===== src/core/sdd_pkg.sv =====
// Purpose: shared constants, types and decode helpers for the decimation clocking path
// Assumes: one system clock; config bits come from logic on that clock
// Notes: ratios are kept as base-two exponents throughout
package sdd_pkg;
  // channel count and data widths
  localparam int N_CH = 3;
  localparam int DATA_W = 24;
  localparam int CIC_W = 31;
  localparam int ACC_W = 35;
  localparam int FAST_W = 15;
  localparam int CNT_W = 14;
  localparam int SYNC_W = N_CH + 1;
  // ratio exponents: 64, 16384, field base 128, sinc3 ceiling 1024
  localparam logic [3:0] OSR_MIN_LOG = 4'h6;
  localparam logic [3:0] OSR_MAX_LOG = 4'he;
  localparam logic [3:0] OSR_FIELD_BASE = 4'h7;
  localparam logic [3:0] SINC3_MAX_LOG = 4'ha;
  // ratio exponent held after reset until the first config load
  localparam logic [3:0] OSR_RST_LOG = 4'h7;
  // exponent of the common full-scale level before truncation
  localparam logic [5:0] NORM_EXP = 6'h22;
  // number of fast-settling conversions after reset
  localparam logic [1:0] FAST_CONVS = 2'h2;
  // master clock rises per modulator period
  localparam int MOD_DIV = 2;
  // power mode field codes; any other code means high resolution
  localparam logic [1:0] PWR_VLP_CODE = 2'h0;
  localparam logic [1:0] PWR_LP_CODE = 2'h1;
  // power modes
  typedef enum logic [1:0] {SDD_HR, SDD_LP, SDD_VLP} sdd_pwr_e;
  // ratio exponent from the select field and turbo bit
  function automatic logic [3:0] sdd_osr_log(input logic [2:0] sel, input logic turbo);
    sdd_osr_log = turbo ? OSR_MIN_LOG : OSR_FIELD_BASE + {1'b0, sel};
  endfunction
  // mask of the low k bits of the frame counter
  function automatic logic [CNT_W-1:0] sdd_low_mask(input logic [3:0] k);
    sdd_low_mask = (CNT_W'(1) << k) - CNT_W'(1);
  endfunction
endpackage


===== src/core/sdd_ctl_if.sv =====
// Purpose: control strobes and ratio exponents from the timing core to each channel
// Assumes: all signals on the system clock
// Notes: strobes are one cycle wide and already qualified by the clock enable
`timescale 1ns/10ps
interface sdd_ctl_if;
  logic mod_stb;  // one modulator period elapsed
  logic dec3_stb;  // sinc3 decimation point
  logic out_stb;  // output sample point
  logic sel_fast;  // this output comes from the fast-settling path
  logic [3:0] k3;  // sinc3 ratio exponent
  logic [3:0] kr;  // sinc1 ratio exponent
  logic [3:0] kf;  // overall ratio exponent
  modport ctl (output mod_stb, dec3_stb, out_stb, sel_fast, k3, kr, kf);
  modport chan (input mod_stb, dec3_stb, out_stb, sel_fast, k3, kr, kf);
endinterface


===== src/core/sdd_top.sv =====
// Purpose: master clock division, ratio decode, decimation timing and three channel filters
// Assumes: master clock is an asynchronous pin well below half the system clock rate
// Notes: ratio config is taken at each output sample boundary and once after reset; power mode follows every enabled cycle
// Functional notes
// RQ1: host keeps master clock running during conversions
// RQ2: two-bit power mode picks one of three
// RQ3: host matches master clock to power mode
// RQ4: modulator runs at half the master clock
// RQ5: one output per ratio modulator periods
// RQ6: three-bit ratio field, turbo picks 64
// RQ7: nine ratios, powers of two 64..16384
// RQ8: linear-phase sinc averaging of modulator bits
// RQ9: first two outputs sinc1, then sinc3 path
// RQ10: ratios 2048 up: sinc3 at 1024, sinc1 rest
// RQ11: field 0..7 maps 128..16384; turbo gives 64
`timescale 1ns/10ps
module sdd_top
  import sdd_pkg::*;
(
  input wire logic i_clk,
  input wire logic i_nrst,
  input wire logic i_clk_en,
  input wire logic i_master_clock_input,
  input wire logic [N_CH-1:0] i_mod_bits,
  input wire logic [1:0] i_power_mode_select,
  input wire logic [2:0] i_oversampling_ratio_select,
  input wire logic i_turbo_ratio_enable,
  output logic [N_CH-1:0][DATA_W-1:0] o_ch_data,
  output logic o_sample_valid,
  output logic o_fast_settle,
  output logic o_modulator_strobe,
  output logic o_high_resolution_mode,
  output logic o_low_power_mode,
  output logic o_very_low_power_mode,
  output logic [3:0] o_osr_log2
);
  logic [1:0] rst_sq;  // reset release synchroniser
  wire logic rst_n;
  logic [SYNC_W-1:0] sync1_q, sync2_q, sync3_q;  // pin synchroniser stages
  logic [SYNC_W-1:0] lvl_q;  // accepted pin levels
  logic phase_q;  // master clock divider phase
  logic [CNT_W-1:0] cnt_q;  // modulator periods within the frame
  logic started_q;  // first config load done
  logic [3:0] kf_q, k3_q, kr_q;  // latched ratio exponents
  logic [1:0] conv_q;  // conversions since reset, saturating
  logic [1:0] rise_cnt_q;  // master rises since last modulator strobe
  logic [CNT_W:0] stb_cnt_q;  // modulator strobes since last output
  logic [1:0] valid_cnt_q;  // output pulses since reset, saturating
  wire logic [SYNC_W-1:0] agree;
  wire logic [SYNC_W-1:0] lvl_d;
  wire logic rise;
  wire logic mod_stb;
  wire logic dec3_stb;
  wire logic out_stb;
  wire logic load_cfg;
  wire logic sel_fast;
  wire logic [3:0] kf_new;
  wire logic [3:0] k3_new;
  wire logic [CNT_W-1:0] m3;
  wire logic [CNT_W-1:0] mf;
  sdd_pwr_e pwr_d;
  sdd_ctl_if ctl ();

  // reset released through two flops
  always_ff @(posedge i_clk or negedge i_nrst)
  begin
    if (!i_nrst)
      rst_sq <= 2'h0;
    else
      rst_sq <= {rst_sq[0], 1'b1};
  end
  assign rst_n = rst_sq[1];

  // pin levels accepted once stages two and three agree
  assign agree = ~(sync2_q ^ sync3_q);
  assign lvl_d = (lvl_q & ~agree) | (sync3_q & agree);
  assign rise = i_clk_en && lvl_d[N_CH] && !lvl_q[N_CH];
  // every second master rise is one modulator period
  assign mod_stb = rise && phase_q;  // see RQ4
  // frame timing from the low bits of the period counter
  assign m3 = sdd_low_mask(k3_q);
  assign mf = sdd_low_mask(kf_q);
  assign dec3_stb = mod_stb && ((cnt_q & m3) == m3);  // see RQ10
  assign out_stb = mod_stb && ((cnt_q & mf) == mf);  // see RQ5
  assign load_cfg = i_clk_en && (out_stb || !started_q);
  assign sel_fast = conv_q < FAST_CONVS;  // see RQ9
  // ratio decode and split between the two stages
  assign kf_new = sdd_osr_log(i_oversampling_ratio_select, i_turbo_ratio_enable);  // see RQ11
  assign k3_new = (kf_new > SINC3_MAX_LOG) ? SINC3_MAX_LOG : kf_new;  // see RQ10
  // power mode decode
  assign pwr_d = (i_power_mode_select == PWR_VLP_CODE) ? SDD_VLP :
                 (i_power_mode_select == PWR_LP_CODE) ? SDD_LP : SDD_HR;  // see RQ2
  // control carried to the channels
  assign ctl.mod_stb = mod_stb;
  assign ctl.dec3_stb = dec3_stb;
  assign ctl.out_stb = out_stb;
  assign ctl.sel_fast = sel_fast;
  assign ctl.k3 = k3_q;
  assign ctl.kr = kr_q;
  assign ctl.kf = kf_q;

  // synchroniser stages and accepted levels
  always_ff @(posedge i_clk or negedge rst_n)
  begin
    if (!rst_n)
    begin
      sync1_q <= '0;
      sync2_q <= '0;
      sync3_q <= '0;
      lvl_q <= '0;
    end
    else if (i_clk_en)
    begin
      sync1_q <= {i_master_clock_input, i_mod_bits};
      sync2_q <= sync1_q;
      sync3_q <= sync2_q;
      lvl_q <= lvl_d;
    end
  end

  // divider phase and period counter
  always_ff @(posedge i_clk or negedge rst_n)
  begin
    if (!rst_n)
    begin
      phase_q <= 1'b0;
      cnt_q <= '0;
    end
    else
    begin
      if (rise)
        phase_q <= ~phase_q;  // see RQ4
      if (mod_stb)
        cnt_q <= out_stb ? '0 : cnt_q + CNT_W'(1);
    end
  end

  // ratio config taken at frame boundaries and once after reset
  always_ff @(posedge i_clk or negedge rst_n)
  begin
    if (!rst_n)
    begin
      started_q <= 1'b0;
      kf_q <= OSR_RST_LOG;
      k3_q <= OSR_RST_LOG;
      kr_q <= 4'h0;
    end
    else if (load_cfg)
    begin
      started_q <= 1'b1;
      kf_q <= kf_new;  // see RQ6, RQ7
      k3_q <= k3_new;
      kr_q <= kf_new - k3_new;  // see RQ10
    end
  end

  // conversion count, sample pulse and status outputs
  always_ff @(posedge i_clk or negedge rst_n)
  begin
    if (!rst_n)
    begin
      conv_q <= 2'h0;
      o_sample_valid <= 1'b0;
      o_fast_settle <= 1'b1;
      o_modulator_strobe <= 1'b0;
      o_high_resolution_mode <= 1'b1;
      o_low_power_mode <= 1'b0;
      o_very_low_power_mode <= 1'b0;
      o_osr_log2 <= OSR_RST_LOG;
    end
    else if (i_clk_en)
    begin
      if (out_stb && sel_fast)
        conv_q <= conv_q + 2'h1;  // see RQ9
      o_sample_valid <= out_stb;
      if (out_stb)
        o_fast_settle <= sel_fast;
      o_modulator_strobe <= mod_stb;
      o_high_resolution_mode <= (pwr_d == SDD_HR);
      o_low_power_mode <= (pwr_d == SDD_LP);
      o_very_low_power_mode <= (pwr_d == SDD_VLP);
      o_osr_log2 <= kf_q;
    end
  end

  // one filter per channel
  for (genvar g = 0; g < N_CH; g++)
  begin : g_chan
    sdd_chan u_chan (
      .i_clk(i_clk),
      .i_rst_n(rst_n),
      .i_clk_en(i_clk_en),
      .i_bit(lvl_q[g]),
      .ctl(ctl.chan),
      .o_data(o_ch_data[g])
    );
  end

  // helper counters watched by the checks below
  always_ff @(posedge i_clk or negedge rst_n)
  begin
    if (!rst_n)
    begin
      rise_cnt_q <= 2'h0;
      stb_cnt_q <= '0;
      valid_cnt_q <= 2'h0;
    end
    else
    begin
      if (mod_stb)
        rise_cnt_q <= 2'h0;
      else if (rise && rise_cnt_q != 2'h3)
        rise_cnt_q <= rise_cnt_q + 2'h1;
      if (out_stb)
        stb_cnt_q <= '0;
      else if (mod_stb)
        stb_cnt_q <= stb_cnt_q + (CNT_W+1)'(1);
      if (i_clk_en && o_sample_valid && valid_cnt_q != 2'h3)
        valid_cnt_q <= valid_cnt_q + 2'h1;
    end
  end

  a_mod_half_rate: assert property (@(posedge i_clk) disable iff (!rst_n) // see RQ4
    mod_stb |-> (rise && rise_cnt_q == 2'h1))
    else $error("modulator strobe not on every second master rise");
  a_out_every_osr: assert property (@(posedge i_clk) disable iff (!rst_n) // see RQ5
    out_stb |-> (stb_cnt_q + (CNT_W+1)'(1)) == ((CNT_W+1)'(1) << kf_q))
    else $error("output spacing differs from the ratio");
  a_valid_follows: assert property (@(posedge i_clk) disable iff (!rst_n) // see RQ5
    (i_clk_en && out_stb) |=> (o_sample_valid && o_fast_settle == $past(sel_fast)))
    else $error("sample pulse missing after output point");
  // sampled reset keeps the release edge out: the flops were still held there
  a_turbo_ratio: assert property (@(posedge i_clk) disable iff (!rst_n) // see RQ6
    (rst_n && load_cfg && i_turbo_ratio_enable) |=> kf_q == OSR_MIN_LOG)
    else $error("turbo did not select ratio 64");
  a_ratio_map: assert property (@(posedge i_clk) disable iff (!rst_n) // see RQ11
    (rst_n && load_cfg && !i_turbo_ratio_enable) |=>
      kf_q == OSR_FIELD_BASE + {1'b0, $past(i_oversampling_ratio_select)})
    else $error("ratio field mapped wrongly");
  a_ratio_range: assert property (@(posedge i_clk) disable iff (!rst_n) // see RQ7
    kf_q >= OSR_MIN_LOG && kf_q <= OSR_MAX_LOG)
    else $error("ratio outside 64 to 16384");
  a_sinc3_split: assert property (@(posedge i_clk) disable iff (!rst_n) // see RQ10
    ##1 (k3_q == ((kf_q > SINC3_MAX_LOG) ? SINC3_MAX_LOG : kf_q)) && (k3_q + kr_q == kf_q))
    else $error("sinc3 and sinc1 ratio split wrong");
  a_fast_two: assert property (@(posedge i_clk) disable iff (!rst_n) // see RQ9
    o_sample_valid |-> o_fast_settle == (valid_cnt_q < FAST_CONVS))
    else $error("fast path not used for exactly two outputs");
  a_power_onehot: assert property (@(posedge i_clk) disable iff (!rst_n) // see RQ2
    ##1 $onehot({o_high_resolution_mode, o_low_power_mode, o_very_low_power_mode}))
    else $error("power mode outputs not one-hot");
endmodule


===== src/core/sdd_chan.sv =====
// Purpose: one channel of sinc3 plus sinc1 decimation, with a parallel sinc1 fast path
// Assumes: modulator bit already synchronised and sampled on ctl.mod_stb
// Notes: output is the ones density, full scale 0x800000
`timescale 1ns/10ps
module sdd_chan
  import sdd_pkg::*;
(
  input wire logic i_clk,
  input wire logic i_rst_n,
  input wire logic i_clk_en,
  input wire logic i_bit,
  sdd_ctl_if.chan ctl,
  output logic [DATA_W-1:0] o_data
);
  logic [CIC_W-1:0] int1_q, int2_q, int3_q;  // integrator chain
  logic [CIC_W-1:0] dly1_q, dly2_q, dly3_q;  // comb delays
  logic [ACC_W-1:0] s1_q;  // sinc1 accumulator of sinc3 outputs
  logic [FAST_W-1:0] fast_q;  // fast path ones count
  wire logic [CIC_W-1:0] int1_d;
  wire logic [CIC_W-1:0] int2_d;
  wire logic [CIC_W-1:0] int3_d;
  wire logic [CIC_W-1:0] diff1;
  wire logic [CIC_W-1:0] diff2;
  wire logic [CIC_W-1:0] diff3;
  wire logic [ACC_W-1:0] s1_sum;
  wire logic [FAST_W-1:0] fast_d;
  wire logic [5:0] e3;
  wire logic [ACC_W-1:0] norm3;
  wire logic [ACC_W-1:0] normf;
  wire logic [ACC_W-1:0] pick;

  // integrators include the current bit; wrap-around is harmless for the combs
  assign int1_d = int1_q + CIC_W'(i_bit);  // see RQ8
  assign int2_d = int2_q + int1_d;
  assign int3_d = int3_q + int2_d;
  // three combs at the decimated rate
  assign diff1 = int3_d - dly1_q;  // see RQ8
  assign diff2 = diff1 - dly2_q;
  assign diff3 = diff2 - dly3_q;
  // second stage adds up 1 to 16 sinc3 results
  assign s1_sum = s1_q + ACC_W'(diff3);  // see RQ10
  assign fast_d = fast_q + FAST_W'(i_bit);  // see RQ9
  // scale both paths to the same full scale
  assign e3 = 6'({ctl.k3, 1'b0}) + 6'(ctl.k3) + 6'(ctl.kr);
  assign norm3 = s1_sum << (NORM_EXP - e3);
  assign normf = ACC_W'(fast_d) << (NORM_EXP - {2'h0, ctl.kf});
  assign pick = ctl.sel_fast ? normf : norm3;  // see RQ9

  // filter state advances once per modulator period
  always_ff @(posedge i_clk or negedge i_rst_n)
  begin
    if (!i_rst_n)
    begin
      int1_q <= '0;
      int2_q <= '0;
      int3_q <= '0;
      dly1_q <= '0;
      dly2_q <= '0;
      dly3_q <= '0;
      s1_q <= '0;
      fast_q <= '0;
      o_data <= '0;
    end
    else if (i_clk_en && ctl.mod_stb)
    begin
      int1_q <= int1_d;
      int2_q <= int2_d;
      int3_q <= int3_d;
      fast_q <= ctl.out_stb ? '0 : fast_d;  // see RQ5
      if (ctl.dec3_stb)
      begin
        dly1_q <= int3_d;
        dly2_q <= diff1;
        dly3_q <= diff2;
        s1_q <= ctl.out_stb ? '0 : s1_sum;
      end
      if (ctl.out_stb)
      begin
        o_data <= pick[ACC_W-1 -: DATA_W];  // see RQ5
      end
    end
  end

  // a fast-path average can never exceed full scale
  a_fast_full_scale: assert property (@(posedge i_clk) disable iff (!i_rst_n) // see RQ8
    (i_clk_en && ctl.mod_stb && ctl.out_stb && ctl.sel_fast) |=> o_data <= 24'h800000)
    else $error("fast path output above full scale");
endmodule


===== config.mk =====
export PLATFORM = sky130hd
export DESIGN_NAME = sdd_top
export DESIGN_NICKNAME = d
export VERILOG_FILES = /design/src/core/sdd_pkg.sv /design/src/core/sdd_ctl_if.sv /design/src/core/sdd_top.sv /design/src/core/sdd_chan.sv
export SDC_FILE = /design/constraint.sdc
export NUM_CORES = 2
export LEC_CHECK = 0
export BUFFER_PORTS_ARGS = -buffer_cell sky130_fd_sc_hd__buf_2
export CORE_ASPECT_RATIO = 0.7
export CORE_UTILIZATION = 55
export DETAILED_ROUTE_END_ITERATION = 10
export PLACE_DENSITY = 0.78
export SETUP_SLACK_MARGIN = 0.1
export SYNTH_ARGS = -nofsm -noshare
export SYNTH_HDL_FRONTEND = slang
export SYNTH_SLANG_ARGS = --single-unit

===== constraint.sdc =====
create_clock -name i_clk -period 48.9 [get_ports i_clk]
set_input_delay 4.89 -clock i_clk [delete_from_list [all_inputs] [get_ports i_clk]]
set_output_delay 4.89 -clock i_clk [all_outputs]
set_load 0.1 [all_outputs]

==> impl_metrics.py <==
metrics = {
    "clocking": {
        "cts_tree": "done",
        "htreeDepth": 3,
        "cts_root_buf": "clkbuf_16",
        "numClockSinks": 838,
        "cts_buffers": 90,
        "clk_transition_reported_paths_ns": 0.07,
        "hold_buffers": 0,
        "ctsResizeCount": 0,
        "cts_setup_buffers": 0,
        "cts.path.max_buffers": 3,
        "clock_latency_ns": 0.71,
    },
    "floorplanning": {
        "std_cell_rows": 108,
        "fp.dieH_um": 300.0,
        "start_util_pct": 55.90,
        "die_w_um": 427.8,
        "io_pins": 95,
        "die_area_sq_um": 128300,
        "core_area_sq_um": 124900,
    },
    "placement": {
        "numPortBuffers": 94,
        "place_hpwl_um": 134800,
        "dp_cells": 9798,
        "gp_congestion": 1.028,
    },
    "synth": {
        "async_flop_share_pct": 100.0,
        "synth-seq-cells": 838,
        "synth_ff_type": "dfrtp_1",
        "netlist_instances": 8348,
        "seq_area_frac_synth_pct": 30.07,
        "synth_simple_gate_area_share_pct": 16.22,
        "synth_area_per_cell_sq_um": 8.360,
        "synthMuxAreaShare_pct": 8.109,
        "syn_area_sq_um": 69790,
        "synth-compound-area-share_pct": 20.66,
        "synth_edf_count": 0,
        "synth_adder_area_share_pct": 11.08,
        "yosys_warnings": 0,
        "synth_top_area_share_pct": 29.65,
        "synth_cell_types": 87,
        "synth_top_family_by_area": "compound AO/OA/AOI/OAI gates",
        "synth_top_area_cell": "dfrtp_1",
        "synth.area.top_cells": "dfrtp_1 (30%), ha_1 (10%), nand2_1 (6.1%)",
        "synth-xor-area-share_pct": 9.190,
    },
    "detailed_routing": {
        "vias_per_cell": 6.178,
        "num_vias": 61542,
        "wl_um": 184900,
        "post_drt_wl_per_cell_um": 18.56,
        "first_pass_iters": 9,
        "first_iter_violations": 6044,
        "ant_nets": 0,
        "drc": 0,
    },
    "flow_run": {
        "cap_violations": 0,
    },
    "critical_path": {
        "cp.arrival_ns": 14.30,
        "setup.worst_path.class": "flip-flop to flip-flop",
        "path_max_fanout": 7,
        "start_kind": "flip-flop",
        "slowest_stage": "o311ai_0",
        "end_kind": "flip-flop",
        "cpMostUsedCell": "ha_1",
        "crit_required_ns": 49.49,
        "max_stage_delay_ns": 0.75,
    },
    "grt": {
        "grt_pass1_vias": 57850,
        "grt-ovfl-total": 0,
        "antenna_found_initial": 4,
        "grt_max_degree": 159,
        "grt_pass1_wl_um": 301800,
        "gr-usage-all-layers_pct": 28.27,
    },
    "finish": {
        "final_layout_size_suffix_gt1_share_pct": 9.048,
        "area_growth_pct": 7.101,
        "multi_input_area_sq_um": 45710,
        "final_cell_mix": "nand2_1 (1128), dfrtp_1 (826), nor2_1 (625)",
        "finalNonFillerCells": 9962,
        "final_common_cell": "nand2_1",
        "final_nets": 8858,
        "ff_latch_area_sq_um": 20990,
        "fillCellCount": 10766,
    },
    "sta": {
        "setup_viol": 0,
        "min_period_ns": 13.71,
        "rsz0062_at_grt": "false",
        "fin_skew_ns": 0.02454,
        "final-hold-violation-count": 0,
        "whs_ns": 0.3357,
        "period_share_pct": 28.04,
        "tns_ns": 0,
        "timing.fmax_mhz": 72.93,
        "worstMarginPinSlew_ns": 1.172,
        "relSlewSlack_pct": 21.87,
        "slew_viol_final": 0,
    },
    "status": {
        "status": "finished, final reports clean",
    },
    "min_path": {
        "hp-class": "flip-flop to async pin",
    },
}
==> final cells by class <==
class	instances	share of cell area (%)
timing repair buffer	146	1.219
inverter	516	2.591
multi-input combinational	6648	61.15
clock buffer	121	3.467
clock inverter	42	0.7315
sequential	838	28.08
antenna	1	0.003348
tap	1650	2.762
==> sequential cells by signal, summed over array words and instances (netlist names), 14 cells and up, named ones only <==
register	cells
g_chan.u_chan.int3_q	93
g_chan.u_chan.int1_q	93
g_chan.u_chan.dly3_q	93
g_chan.u_chan.int2_q	93
g_chan.u_chan.dly2_q	93
cnt_q	14
g_chan.u_chan.fast_q	45
g_chan.u_chan.s1_q	105
g_chan.u_chan.dly1_q	93
g_chan.u_chan.o_data	72
==> cells by family after synthesis <==
family,Yosys count
AO/OA/AOI/OAI,2266
XOR/XNOR,722
adder cells (fa/ha/maj),605
buffers and inverters,863
flip-flops,838
multiplexers,489
other,1
AND/OR/NAND/NOR,2564
==> worst max-delay path: cells and delay by family (launching register included) <==
kind,cells,cell delay (ns)
adders and majority gates,8,2.73
DFF,1,0.63
muxes,1,0.25
xor gates and xnor gates,5,0.89
AOI/OAI and AO/OA,25,6.13
and+or+nand+nor,14,2.92
==> cells in the mapped netlist, types with 74 or more instances <==
cell type,number
a31oi_1,79
a211oi_1,77
dfrtp_1,827
nand2_1,1129
nor2_1,626
ha_1,583
nand2b_1,95
a21oi_1,617
o21ai_0,574
o21a_1,89
nor2b_1,74
a21o_1,228
clkbuf_1,296
nor3_1,145
xor2_1,246
mux2_2,331
nand3_1,200
inv_1,513
xnor2_1,469
mux2i_1,130
==> metrics by stage <==
step / worst slack (ns) / instance area (sq um) / utilization [%]
after global placement: 35.89 / 71610 / 57.35
after global routing: 34.17 / 74750 / 59.86
after floorplan: 23.83 / 69800 / -
after detailed placement: 35.45 / 71610 / 57.35
after CTS: 35.40 / 74750 / 59.86
final: 35.19 / 74750 / 59.87
==> final timing paths <==
path | startpoint | endpoint | slack [ns] | depth (start not counted)
worst max-delay path | flip-flop | g_chan[2].u_chan.o_data[20]$_DFFE_PN0P_ | 35.19 | 53
worst min register to register | rst_sq[1]$_DFF_PN0_ | g_chan[2].u_chan.dly2_q[27]$_DFFE_PN0P_ | 0.34 | 0
max in group asynchronous | i_nrst | rst_sq[1]$_DFF_PN0_ | 44.84 | 1
worst min-delay path | rst_sq[1]$_DFF_PN0_ | g_chan[2].u_chan.dly2_q[27]$_DFFE_PN0P_ | 0.34 | 0
min in group i_clk | rst_sq[0]$_DFF_PN0_ | rst_sq[1]$_DFF_PN0_ | 0.35 | 0
worst max register to register | flip-flop | g_chan[2].u_chan.o_data[20]$_DFFE_PN0P_ | 35.19 | 53
==> layer usage <==
metal  vias to the layer above  global-route usage [%]  part of all wire, %
met5                         -                       0                0.015
met4                         4                   7.567                  2.9
met3                       363                   5.139                  7.5
met2                      2194                   42.35                   43
met1                     29649                   41.66                   47
li1                      29332                       -                    -
Power is not shown: default switching activity piles up to over one toggle a cycle in this logic, so the estimate is an artifact.
